--- src/design/dal_cfg.svh ---
`ifndef DAL_CFG_SVH
`define DAL_CFG_SVH
// Timing
`define DAL_CLK_PERIOD_NS 8
`define DAL_SECOND_NS 1000000000
`define DAL_TIMEOUT_S 20
// Limits and widths
`define DAL_MAX_SECONDS 3600
`define DAL_DIGITS 4
// Reset values
`define DAL_SETPOINT_RST 16'sh0000
`define DAL_CODE_DEFAULT 16'h0000
`define DAL_BCD_MAX 4'h9
`endif

--- src/design/dal_pkg.sv ---
package dal_pkg;

  // ---------------------------------
  // Per channel configuration
  // ---------------------------------
  typedef struct packed {
    logic enable;
    logic high_low_select;
    logic idle_closed;
    logic [15:0] hysteresis_value;
    logic [11:0] alarm_delay_time;
    logic [11:0] silence_time;
  } dal_chan_cfg_s;

  typedef struct packed {
    logic next_digit;
    logic up;
    logic down;
    logic exit_btn;
  } dal_buttons_s;

  typedef enum logic [1:0] {
    ST_DISPLAY = 2'b00,
    ST_CODE = 2'b01,
    ST_SELECT = 2'b10,
    ST_EDIT = 2'b11
  } dal_access_e;

  typedef enum logic [1:0] {
    DSEL_VALUE = 2'b00,
    DSEL_FIRST_REF = 2'b01,
    DSEL_SECOND_REF = 2'b10
  } dal_disp_e;

endpackage : dal_pkg

--- src/design/dal_top.sv ---
`timescale 1ns/100ps
`include "dal_cfg.svh"
// Behaviour
// [RQ1] Each channel independently acts as high or low alarm.
// [RQ2] Enable off suppresses the channel; stored parameters stay untouched.
// [RQ3] Polarity picks idle output level; alarm drives the opposite level.
// [RQ4] Condition arises when display reaches setpoint in the chosen direction.
// [RQ5] High alarm clears only below setpoint minus hysteresis.
// [RQ6] Low alarm clears only above setpoint plus hysteresis.
// [RQ7] Delay 0 to 3600 s in seconds; zero switches at once.
// [RQ8] Lamp flashes during delay, output switches after full delay, then steady.
// [RQ9] Condition lost during delay discards the count.
// [RQ10] Display alternation starts only once the output is in alarm.
// [RQ11] Silence 0 to 3600 s; nonzero turns the advance button into accept.
// [RQ12] Accept forces non-alarm for silence time, then re-alarms if present.
// [RQ13] Lamp flashes during silence until expiry or condition clears.
// [RQ14] Alternation suppressed while silenced; only with output in alarm.
// [RQ15] Alternate value and references; both alarmed shows both in turn.
// [RQ16] One front lamp per channel shows its alarm status.
// [RQ17] Setpoint accepted only inside the 3.8 to 20.2 mA display span.
// [RQ18] Digit entry: up/down change digit, advance moves, exit returns.
// [RQ19] Direct access off keeps setpoints unreachable from display mode.
// [RQ20] Direct access guarded by own four digit code, entered per digit.
// [RQ21] All-zero code skips checking; reset state is access off, code zero.
// [RQ22] Wrong code or twenty idle seconds returns to display mode.
module dal_top #(
  parameter int unsigned TICK_CYCLES = `DAL_SECOND_NS / `DAL_CLK_PERIOD_NS
) (
  // Clock and reset
  input wire logic clk,
  input wire logic rst_n,
  // Measurement and limits
  input wire logic signed [15:0] disp_value,
  input wire logic signed [15:0] sp_min,
  input wire logic signed [15:0] sp_max,
  // Configuration
  input wire dal_pkg::dal_chan_cfg_s chan_cfg [2],
  input wire logic display_flash_option,
  input wire logic direct_setpoint_access,
  input wire logic [15:0] access_code,
  input wire logic [1:0] cfg_sp_we,
  input wire logic signed [15:0] cfg_sp_value,
  // Push buttons, raw pins
  input wire dal_pkg::dal_buttons_s btn_pin,
  // Alarm outputs and lamps
  output logic [1:0] alarm_out,
  output logic [1:0] lamp,
  output dal_pkg::dal_disp_e disp_sel,
  // Setpoint access view
  output dal_pkg::dal_access_e access_state,
  output logic [1:0] access_digit,
  output logic access_chan,
  output logic signed [15:0] edit_value,
  output logic [15:0] code_entry,
  output logic signed [15:0] first_setpoint,
  output logic signed [15:0] second_setpoint
);
  import dal_pkg::*;

  // ---------------------------------
  // Second tick and blink
  // ---------------------------------
  logic [31:0] tick_cnt;
  logic tick;
  logic blink;

  always_ff @(posedge clk or negedge rst_n)
    if (!rst_n)
    begin
      tick_cnt <= 32'h0000_0000;
      tick <= 1'b0;
    end
    else if (tick_cnt == TICK_CYCLES - 1)
    begin
      tick_cnt <= 32'h0000_0000;
      tick <= 1'b1;
    end
    else
    begin
      tick_cnt <= tick_cnt + 32'h0000_0001;
      tick <= 1'b0;
    end

  always_ff @(posedge clk or negedge rst_n)
    if (!rst_n)
      blink <= 1'b0;
    else if (tick)
      blink <= ~blink;

  // ---------------------------------
  // Button synchronisers and edges
  // ---------------------------------
  dal_buttons_s btn_s1, btn_s2, btn_q, press;
  logic combo, accept;

  always_ff @(posedge clk or negedge rst_n)
    if (!rst_n)
    begin
      btn_s1 <= '0;
      btn_s2 <= '0;
      btn_q <= '0;
    end
    else
    begin
      btn_s1 <= btn_pin;
      btn_s2 <= btn_s1;
      btn_q <= btn_s2;
    end

  assign press = btn_s2 & ~btn_q;
  assign combo = (press.next_digit & btn_s2.up) | (press.up & btn_s2.next_digit);
  assign accept = press.next_digit & ~btn_s2.up & (access_state == ST_DISPLAY);

  // ---------------------------------
  // Alarm channels
  // ---------------------------------
  logic signed [15:0] sp [2];
  logic [1:0] cond, alarm, silenced, active;
  logic [11:0] dcnt [2];
  logic [11:0] scnt [2];

  assign first_setpoint = sp[0];
  assign second_setpoint = sp[1];

  for (genvar c = 0; c < 2; c++)
  begin : g_chan
    logic signed [17:0] val_x, lo_th, hi_th;
    assign val_x = {{2{disp_value[15]}}, disp_value};
    assign lo_th = {{2{sp[c][15]}}, sp[c]} - {2'b00, chan_cfg[c].hysteresis_value};
    assign hi_th = {{2{sp[c][15]}}, sp[c]} + {2'b00, chan_cfg[c].hysteresis_value};

    always_ff @(posedge clk or negedge rst_n)
      if (!rst_n)
        cond[c] <= 1'b0;
      else if (!chan_cfg[c].enable) // RQ2
        cond[c] <= 1'b0;
      else if (chan_cfg[c].high_low_select) // RQ1
        cond[c] <= cond[c] ? !(val_x < lo_th) : (disp_value >= sp[c]); // RQ4 RQ5
      else
        cond[c] <= cond[c] ? !(val_x > hi_th) : (disp_value <= sp[c]); // RQ4 RQ6

    always_ff @(posedge clk or negedge rst_n)
      if (!rst_n)
      begin
        dcnt[c] <= 12'h000;
        alarm[c] <= 1'b0;
      end
      else if (!cond[c])
      begin
        dcnt[c] <= 12'h000; // RQ9
        alarm[c] <= 1'b0;
      end
      else if (!alarm[c])
      begin
        if (dcnt[c] >= chan_cfg[c].alarm_delay_time) // RQ7 RQ8
          alarm[c] <= 1'b1;
        else if (tick)
          dcnt[c] <= dcnt[c] + 12'h001;
      end

    always_ff @(posedge clk or negedge rst_n)
      if (!rst_n)
      begin
        silenced[c] <= 1'b0;
        scnt[c] <= 12'h000;
      end
      else if (!alarm[c])
        silenced[c] <= 1'b0; // RQ13
      else if (!silenced[c])
      begin
        if (accept && chan_cfg[c].silence_time != 12'h000) // RQ11 RQ12
        begin
          silenced[c] <= 1'b1;
          scnt[c] <= 12'h000;
        end
      end
      else if (scnt[c] >= chan_cfg[c].silence_time)
        silenced[c] <= 1'b0; // RQ12
      else if (tick)
        scnt[c] <= scnt[c] + 12'h001;

    assign active[c] = alarm[c] & ~silenced[c];

    always_ff @(posedge clk or negedge rst_n)
      if (!rst_n)
      begin
        alarm_out[c] <= 1'b0;
        lamp[c] <= 1'b0;
      end
      else
      begin
        alarm_out[c] <= active[c] ^ chan_cfg[c].idle_closed; // RQ3
        lamp[c] <= active[c] | (cond[c] & blink); // RQ8 RQ13 RQ16
      end
  end

  // ---------------------------------
  // Display alternation
  // ---------------------------------
  logic ref_turn;

  always_ff @(posedge clk or negedge rst_n)
    if (!rst_n)
    begin
      disp_sel <= DSEL_VALUE;
      ref_turn <= 1'b0;
    end
    else if (!display_flash_option || active == 2'b00) // RQ10 RQ14
      disp_sel <= DSEL_VALUE;
    else if (tick)
    begin
      if (disp_sel != DSEL_VALUE)
        disp_sel <= DSEL_VALUE;
      else if (active == 2'b11) // RQ15
      begin
        disp_sel <= ref_turn ? DSEL_SECOND_REF : DSEL_FIRST_REF;
        ref_turn <= ~ref_turn;
      end
      else
        disp_sel <= active[0] ? DSEL_FIRST_REF : DSEL_SECOND_REF; // RQ15
    end

  // ---------------------------------
  // Setpoint access from display mode
  // ---------------------------------
  logic [4:0] idle_s;
  logic any_press;
  logic signed [15:0] weight;
  logic [3:0] nib;

  assign any_press = |press;

  always_comb
    case (access_digit)
      2'd0: weight = 16'sh0001;
      2'd1: weight = 16'sh000A;
      2'd2: weight = 16'sh0064;
      default: weight = 16'sh03E8;
    endcase

  assign nib = code_entry[access_digit*4 +: 4];

  always_ff @(posedge clk or negedge rst_n)
    if (!rst_n)
      idle_s <= 5'd0;
    else if (access_state == ST_DISPLAY || any_press)
      idle_s <= 5'd0;
    else if (tick)
      idle_s <= idle_s + 5'd1;

  always_ff @(posedge clk or negedge rst_n)
    if (!rst_n)
    begin
      access_state <= ST_DISPLAY;
      access_digit <= 2'd0;
      access_chan <= 1'b0;
      edit_value <= `DAL_SETPOINT_RST;
      code_entry <= `DAL_CODE_DEFAULT;
    end
    else if (access_state != ST_DISPLAY && idle_s == 5'(`DAL_TIMEOUT_S))
      access_state <= ST_DISPLAY; // RQ22
    else
      case (access_state)
        ST_DISPLAY:
          if (combo && direct_setpoint_access) // RQ19
          begin
            access_digit <= 2'd0;
            code_entry <= `DAL_CODE_DEFAULT;
            access_chan <= 1'b0;
            access_state <= (access_code == `DAL_CODE_DEFAULT) ? ST_SELECT : ST_CODE; // RQ21
          end
        ST_CODE:
          if (press.exit_btn)
            access_state <= (code_entry == access_code) ? ST_SELECT : ST_DISPLAY; // RQ20 RQ22
          else if (press.next_digit)
            access_digit <= access_digit + 2'd1;
          else if (press.up) // RQ20
            code_entry[access_digit*4 +: 4] <= (nib >= `DAL_BCD_MAX) ? 4'h0 : nib + 4'h1;
          else if (press.down)
            code_entry[access_digit*4 +: 4] <= (nib == 4'h0) ? `DAL_BCD_MAX : nib - 4'h1;
        ST_SELECT:
          if (press.exit_btn)
            access_state <= ST_DISPLAY;
          else if (press.up || press.down)
            access_chan <= ~access_chan;
          else if (press.next_digit)
          begin
            edit_value <= sp[access_chan];
            access_digit <= 2'd0;
            access_state <= ST_EDIT;
          end
        ST_EDIT:
          if (press.exit_btn)
            access_state <= ST_SELECT; // RQ18
          else if (press.next_digit)
            access_digit <= access_digit + 2'd1; // RQ18
          else if (press.up)
            edit_value <= edit_value + weight; // RQ18
          else if (press.down)
            edit_value <= edit_value - weight;
        default:
          access_state <= ST_DISPLAY;
      endcase

  // Setpoint store, in-range config load or in-range commit
  logic commit;
  assign commit = access_state == ST_EDIT && press.exit_btn
    && edit_value >= sp_min && edit_value <= sp_max; // RQ17

  for (genvar c = 0; c < 2; c++)
  begin : g_sp
    always_ff @(posedge clk or negedge rst_n)
      if (!rst_n)
        sp[c] <= `DAL_SETPOINT_RST;
      else if (cfg_sp_we[c] && cfg_sp_value >= sp_min && cfg_sp_value <= sp_max) // RQ17
        sp[c] <= cfg_sp_value;
      else if (commit && access_chan == 1'(c))
        sp[c] <= edit_value;
  end
endmodule : dal_top

--- config.mk ---
export PLATFORM = sky130hd
export DESIGN_NAME = dal_top
export DESIGN_NICKNAME = d
export VERILOG_FILES = /design/src/design/dal_pkg.sv /design/src/design/dal_top.sv
export VERILOG_INCLUDE_DIRS = /design/src /design/src/design
export SDC_FILE = /design/constraint.sdc
export NUM_CORES = 1
export LEC_CHECK = 0
export BUFFER_PORTS_ARGS = -buffer_cell sky130_fd_sc_hd__buf_2
export CORE_AREA = 2 2 171 190
export CTS_BUF_LIST = sky130_fd_sc_hd__clkbuf_8
export DETAILED_ROUTE_END_ITERATION = 6
export DIE_AREA = 0 0 173 192
export GPL_TIMING_DRIVEN = 0
export PLACE_DENSITY = 0.82
export SKIP_LAST_GASP = 1
export SYNTH_ARGS = -nofsm -noshare
export SYNTH_HDL_FRONTEND = slang
export SYNTH_SLANG_ARGS = --single-unit
--- constraint.sdc ---
create_clock -name clk -period 9.6 [get_ports clk]
set_clock_uncertainty 0.05 [all_clocks]
set_input_delay 0.96 -clock clk [delete_from_list [all_inputs] [get_ports clk]]
set_output_delay 0.96 -clock clk [all_outputs]
set_load 0.02 [all_outputs]
Word level (Yosys, flattened, before mapping)
Cells that the tools add are included.
{"block": "op_classes", "n_addsub": 16, "order_cmp": 18, "eq_ne": 37, "n_shift": 4, "muxes": 95, "bitwise": 25, "n_reduce_logical": 51}
{"op": "2-to-1 mux 16 bit", "n": 19}
{"op": "2-to-1 mux 12 bit", "n": 16}
{"op": "variable part select 4 x 34 -> 16 bit", "n": 2}
{"op": "greater-or-equal comparator 16 bit", "n": 4}
{"op": "<= comparator 16 bit", "n": 4}
{"op": "one-hot mux 16 bit (2 select lines)", "n": 2}
{"op": "adder 12 x 1 -> 12 bit, second input constant", "n": 4}
{"op": "greater-or-equal comparator 12 bit", "n": 4}
{"op": "2-to-1 mux 2 bit", "n": 21}
{"op": "inequality test 2 bit, second input constant", "n": 19}
{"op": "adder 16 x 17 -> 18 bit", "n": 2}
{"op": "greater-than comparator 16 x 18 -> 1 bit", "n": 2}
{"op": "less-than comparator 16 x 18 -> 1 bit", "n": 2}
{"op": "subtractor 16 x 17 -> 18 bit", "n": 2}
{"op": "negation 4 -> 34 bit", "n": 1}
{"op": "variable shift 4 x 34 -> 16 bit, first input constant", "n": 1}
{"op": "adder 32 x 1 -> 32 bit, second input constant", "n": 1}
{"op": "bitwise mux 16 bit", "n": 2}
{"op": "equality test 32 x 27 -> 1 bit, second input constant", "n": 1}
{"op": "2-to-1 mux 32 bit", "n": 1}
{"op": "one-hot mux 10 bit (3 select lines)", "n": 1}
{"op": "2-to-1 mux 1 bit", "n": 26}
{"op": "nonzero test 12 bit", "n": 2}
{"op": "nonzero test 2 bit", "n": 11}
{"op": "43 further kinds", "n": 96}
{"block": "word_totals", "reg_bits": 181, "input_bits": 176, "wordCells": 285}

Depth between registers and ports, before layout
Gate-level depths: netlist of the first run.
{"block": "logic_depth", "ltp_word": 10, "mapped_depth": 19}

Worst setup path after synthesis of the first run
Ideal clock, no wire load.
{"block": "synth_timing", "path_kind": "in2reg", "from": "in chan_cfg[69] (netlist name)", "to": "reg cond[0]", "setup_time_ps": 134, "arrival_time_ps": 4207, "t_required_ps": 9416, "path_slack_ps": 5209, "stages": 17, "n_path_buf": 1, "path_cell_list": "inv_1 > ha_1 > clkbuf_1 > or3_1 > o211a_1 > o41ai_2 > o41ai_1 > nor4b_1 > a311oi_1 > ha_1 > and4_1 > a21oi_1 > o21ai_0 > a211oi_1 > mux2i_1 > o41ai_1 > a211oi_1"}
{"block": "synth_via", "elab_chain_len": 6, "word_cells_on_any_way": 10, "cone_classes": "add/sub: 2; order compare: 2; mux: 4; reduce/logical: 2"}
{"item": "start, declared", "line_no": "dal_top.sv:37", "text": "input wire dal_pkg::dal_chan_cfg_s chan_cfg [2],"}
{"item": "adder 16 x 17 -> 18 bit / subtractor 16 x 17 -> 18 bit (equally long branches)", "line_no": "dal_top.sv:130, dal_top.sv:129"}
{"item": "greater-than comparator 16 x 18 -> 1 bit / less-than comparator 16 x 18 -> 1 bit (equally long branches)", "line_no": "dal_top.sv:140, dal_top.sv:138"}
{"item": "logical NOT 1 bit, on equally long branches", "line_no": "dal_top.sv:140, dal_top.sv:138"}
{"item": "2-to-1 mux 1 bit, on equally long branches", "line_no": "dal_top.sv:140, dal_top.sv:138"}
{"item": "2-to-1 mux 1 bit (*)", "line_no": "dal_top.sv:137", "text": "else if (chan_cfg[c].high_low_select)"}
{"item": "2-to-1 mux 1 bit (*)", "line_no": "dal_top.sv:135", "text": "else if (!chan_cfg[c].enable)"}
{"item": "end signal, assigned by index", "line_no": "dal_top.sv:138", "text": "cond[c] <= cond[c] ? !(val_x < lo_th) : (disp_value >= sp[c]);"}
{"item": "end signal, assigned by index", "line_no": "dal_top.sv:140", "text": "cond[c] <= cond[c] ? !(val_x > hi_th) : (disp_value <= sp[c]);"}
{"item": "end, declared", "line_no": "dal_top.sv:118", "text": "logic [1:0] cond, alarm, silenced, active;"}
Mark *: on every way between the ends. The rest lies on a longest branch, timed or not.
A chain may end at the register's enable or synchronous reset.

Worst setup path after layout of the first run
Ends and elaborated chain as after synthesis.

==> impl_metrics.ini, run 1 <==
[floorplanning]
initial_core_util = 0.596
fp.dieW_um = 173
rows = 68
core_um2 = 31100
dieArea_um2 = 33200
ios = 251
die_y_um = 192

[synthesis]
synth_flop_cell = dfrtp_1
netlist.area_leader.share = 0.244
synthArstFlopShare = 1.00
synth_largest_area_cell = dfrtp_1
synth_edf_count = 0
ys_seq_area_frac = 0.244
ys_top_cells_by_count = 311 x ha_1, 217 x inv_1, 181 x dfrtp_1, 163 x nor2_1, 154 x a21oi_1
syn_area_um2 = 18600
synth_cells = 2235
synth.distinct_cells = 86
ys_ff_latch = 181
synthesis.nets = 2727
syn_avg_cell_area_um2 = 8.31
yosys_warnings = 0
yosysMostFrequentCell = ha_1
synthTopCellsByArea = dfrtp_1 24%, ha_1 21%, inv_1 4.4%

[clock_network]
insertion_delay_ps = 500
cts-resized-gates = 0
cts_max_level = 4
cts_num_sinks = 181
ctsHoldBuffers = 0
cts_buffers = 17
clock_path_buffers = 2
cts_setup_buffers = 0
cts_root_buffer = clkbuf_8
cts_tree = yes
cts.clk_slew.worst_paths_ps = 110

[drt]
via_per_inst = 6.26
drc_errors = 0
drt_pass1_iterations = 5
vias = 18398
drt-total-wl_um = 55200
wire_per_inst_um = 18.8
final_antenna_net_count = 0
drt-initial-drc-count = 1460

[sta]
finalSetupViolations = 0
min_period_over_period = 0.487
worst_slack_ps = 4930
fmax_mhz = 214
finalSetupTns_ps = 0
hold_violations = 0
slew_violations = 0
period_minus_slack_ps = 4670
worst_slew_pin_slew_ps = 911
rsz0062_at_grt = no
max_slew_margin = 0.387

[final_layout]
nNetsFinal = 2997
area_delta_synth_final_pct = 11.8
layout-drive-gt1-share = 0.130
nFillCells = 2701

[grt]
grt_use_total = 0.330
grt_pass1_vias = 17785
grt_pass1_wl_um = 88800
grt_start_max_net_pins = 123
antenna_found_initial = 2
grt.overflow.total = 0

[pwr]
power_density_nw_per_um2 = 246
leakagePower_nw = 9.93
ir_drop_v = 0.000190

[place]
routabilityCongestion = 0.994
port_buffers = 250
pre_cts_ws_ps = 4490
dp.final_hpwl_um = 43300

[setup_path]
rrSetupSlack_ps = 4970
required_ps = 9940
crit_arrival_ps = 5010
reg2reg_depth = 16
end_kind = register
startpoint_type = primary input
reg2reg_from = first_setpoint[2]
path_class = in -> reg
crit_start = chan_cfg[69]
path_max_fanout = 7
r2r-end = cond[0]

[min_path]
hold_depth = 0
min_from = btn_s1[2]
hp-class = reg -> reg
holdPathEnd = btn_s2[2]

[flow_run]
max-cap-violations = 0

[outcome]
outcome = completed
-- where the power goes --
part | switching [mW] | total, mW | internal (mW)
sequential | 0.349 | 1.22 | 0.870
combinational | 2.00 | 3.35 | 1.35
clock | 0.319 | 0.530 | 0.212
-- worst max-delay path, cell delays in order --
cell,delay [ps]
buf_2,90
inv_1,40
ha_1,270
clkbuf_1,190
or3_1,430
o211a_1,260
o41ai_2,500
o41ai_1,210
nor4b_1,300
a311oi_1,100
ha_1,370
and4_1,250
a21oi_1,160
o21ai_0,120
a211oi_1,330
mux2i_1,130
o41ai_1,240
a211oi_1,70
-- metal layers --
layer | share of wire | track usage | vias to the layer above
met1 | 0.42 | 0.416 | 8720
met2 | 0.47 | 0.563 | 804
met5 | 0.00024 | 0 | -
li1 | - | - | 8701
met4 | 0.038 | 0.136 | 2
met3 | 0.076 | 0.0554 | 171
-- layout make-up --
class,count,area [um2],share of cell area
flip-flops and latches,181,4530,0.218
multi-input cells,1751,12900,0.620
plain buffers,83,337,0.0162
clock inverters,14,149,0.00717
clock buffers,17,234,0.0113
diodes,1,2.50,0.000120
repair buffers,251,1290,0.0620
inverters,220,826,0.0398
well taps,420,526,0.0253
-- placed cells by master (no fill, tap or decap), drive strengths merged, types with 13 or more instances in the layout --
cell	n
a211oi	25
a21o	42
a21oi	155
a31oi	45
and3	16
buf	264
clkbuf	87
dfrtp	181
ha	311
inv	223
mux2i	26
nand2	136
nand2b	31
nand3	59
nand4	88
nor2	163
nor2b	29
nor3	41
nor4	56
o211ai	17
o21a	13
o21ai	122
o31ai	47
or3	30
or4	15
xnor2	89
xor2	45
-- cell families after synthesis --
group | synth area share
compound gates | 0.199
simple gates | 0.197
flops | 0.244
mux | 0.0195
buf+inv | 0.0626
xor+xnor | 0.0632
fa+ha+maj | 0.215
-- registers in the layout, indices dropped and copies added, names as in the netlist, 4 cells and up --
| register | flops |
|---|---|
| btn_q | 4 |
| btn_s1 | 4 |
| btn_s2 | 4 |
| code_entry | 16 |
| dcnt | 24 |
| edit_value | 16 |
| first_setpoint | 16 |
| idle_s | 5 |
| scnt | 24 |
| second_setpoint | 16 |
| tick_cnt | 32 |
-- worst max path at each step --
stage,endpoint,slack [ps],cells past startpoint
floorplan,cond[0],5210,17
global placement,cond[0],4540,18
detailed placement,cond[0],4490,18
CTS,cond[0],5010,18
global route,cond[0],4620,18
finish,cond[0],4930,18
-- through the flow --
stage	area (um2)	utilization	hold slack, ps	power [mW]	std cells
finish	20800	0.667	311	5.10	2938
global route	20800	0.667	322	5.51	2938
CTS	20800	0.667	309	5.02	2937
detailed placement	20400	0.655	288	4.48	2906
global placement	20300	0.653	283	4.36	2905
floorplan	18600	-	281	3.51	2235
Note: power is estimated with default switching activity, not from simulation.
==> inputs of run 2 (changes only) <==
==> constraint.sdc (replaced) <==
create_clock -name clk -period 4.62 [get_ports clk]
set_clock_uncertainty 0.05 [all_clocks]
set_input_delay 0.462 -clock clk [delete_from_list [all_inputs] [get_ports clk]]
set_output_delay 0.462 -clock clk [all_outputs]
set_load 0.02 [all_outputs]
==> impl_metrics.ini, run 2 (same netlist as run 1, synthesis figures left out) <==
[min_path]
holdPathEnd = btn_s1[0]
hp-class = in -> reg
min_from = btn_pin[0]
hold_depth = 1

[sta]
worst_slew_pin_slew_ps = 919
hold_violations = 0
max_slew_margin = 0.382
finalSetupViolations = 0
slew_violations = 0
fmax_mhz = 228
finalSetupTns_ps = 0
worst_slack_ps = 240
period_minus_slack_ps = 4380
min_period_over_period = 0.948
rsz0062_at_grt = no

[place]
port_buffers = 250
dp.final_hpwl_um = 43300
dpl-instance-area_um2 = 20400
pre_cts_ws_ps = 9.00
routabilityCongestion = 0.994

[final_layout]
layout-drive-gt1-share = 0.133
nFillCells = 2700
nNetsFinal = 2998
layout_commonest_cell = ha_1
top_register = tick_cnt
most-common-layout-cells = 311 x ha_1, 254 x buf_2, 217 x inv_1, 178 x dfrtp_1, 163 x nor2_1
final_cell_area_um2 = 20800
largest_register_ffs = 32
area_delta_synth_final_pct = 12.2
top_regs = tick_cnt: 32 flops, dcnt: 24 flops, scnt: 24 flops

[setup_path]
cpPeakStageDelay_ps = 500
reg2reg_depth = 17
end_kind = register
startpoint_type = register
rrSetupSlack_ps = 240
required_ps = 4960
path_max_fanout = 7
path_class = reg -> reg
crit_arrival_ps = 4720
critPathMostFrequentCell = ha_1
slowest_stage = dfrtp_1
cp_cell_sequence = ha_1, clkbuf_1, nand2b_1, a221oi_1, nor2_1, o211ai_1, a41oi_2, nor4b_1, a311oi_1, ha_1, and4_1, a21oi_1, o21ai_0, a211oi_2, mux2i_1, o41ai_1, a211oi_1
reg2reg_from = first_setpoint[2]
r2r-end = cond[0]

[clock_network]
clock_path_buffers = 2
cts_num_sinks = 181
cts_root_buffer = clkbuf_8
insertion_delay_ps = 500
cts_buffers = 17
cts_max_level = 4
cts.clk_slew.worst_paths_ps = 110
cts_tree = yes

[drt]
final_antenna_net_count = 0
wire_per_inst_um = 18.8
vias = 18333
drc_errors = 20
drt-total-wl_um = 55300
via_per_inst = 6.24
drt-initial-drc-count = 1425
drt_pass1_iterations = 7

[outcome]
violations = design-rule violations
outcome = finished with violations

[floorplanning]
fp.dieW_um = 173
dieArea_um2 = 33200
die_y_um = 192
core_um2 = 31100
initial_core_util = 0.596
rows = 68
ios = 251

[pwr]
ir_drop_v = 0.000394
p_int_mw = 5.08
power.switching_mw = 5.58
p_sw_frac = 0.523
combPwrFrac = 0.659
clkPwrFrac = 0.104
total_power_mw = 10.7
power_density_nw_per_um2 = 512
seqPwrFrac = 0.237
leakagePower_nw = 9.95

[grt]
antenna_found_initial = 2
grt_start_max_net_pins = 123
grt_use_total = 0.330
grt_pass1_wl_um = 88800
grt.overflow.total = 0
grt_pass1_vias = 17784

[flow_run]
max-cap-violations = 0
[run 2: cell count changes in the layout (fill, tap and decap cells not counted), moves of 2 or more]
cell      change
dfrtp_2       +3
buf_4         +2
clkbuf_1      -2
o41ai_4       +2
dfrtp_1       -3
[run 2: worst max-delay path: cells and delay by family, from the launching register on]
family / cells / cell delay (ps)
AO/OA/AOI/OAI: 9 / 1880
buffers and inverters: 1 / 190
adder cells (fa/ha/maj): 2 / 650
flip-flops: 1 / 500
AND/OR/NAND/NOR: 4 / 870
multiplexers: 1 / 110
[run 2: final cells by class]
cell class                      count  area, um2  share of cell area
Timing Repair Buffer              254       1310              0.0631
Buffer                             81        329              0.0158
Clock buffer                       17        234              0.0112
Clock inverter                     14        149             0.00715
Multi-Input combinational cell   1751      12900               0.620
Tap cell                          420        526              0.0252
Inverter                          220        826              0.0396
Sequential cell                   181       4530               0.218
Antenna cell                        1       2.50            0.000120
[run 2: stage by stage]
stage | instances | hold slack, ps | utilization
3_3_place_gp | 2905 | 283 | 0.653
4_1_cts | 2938 | 7.40 | 0.667
3_5_place_dp | 2906 | 288 | 0.655
2_1_floorplan | 2235 | 116 | -
5_1_grt | 2939 | 5.70 | 0.669
6_report | 2939 | 10.1 | 0.669
[run 2: worst max-delay path by stage]
stage | startpoint | to | slack, ps | cells past startpoint
4_1_cts | first_setpoint[2] | cond[0] | 80 | 16
3_5_place_dp | chan_cfg[69] | cond[0] | 9 | 18
6_report | first_setpoint[2] | cond[0] | 240 | 17
3_3_place_gp | chan_cfg[69] | cond[0] | 60 | 18
2_1_floorplan | first_setpoint[2] | cond[0] | 700 | 16
5_1_grt | first_setpoint[6] | cond[0] | 5 | 16
[run 2: what timing repair did]
action                     in CTS  in global routing
buffers inserted                0                  2
resized for setup               0                  8
hold endpoints to repair       59                  0
setup endpoints to repair       0                  1
hold buffers                    1                  0
[run 2: metal layers]
metal,vias to the layer above,GRT usage,share of wire
met5,-,0,0.00014
met3,178,0.0554,0.071
met2,759,0.563,0.47
met4,2,0.136,0.038
li1,8714,-,-
met1,8680,0.416,0.42
[run 2: power by group through the flow]
stage	clock (mW)	sequential [mW]	combinational, mW
finish	1.11	2.53	7.03
global route	1.17	2.53	7.81
detailed placement	0	2.52	6.80
floorplan	0	2.42	4.87
global placement	0	2.50	6.55
CTS	1.10	2.48	6.86
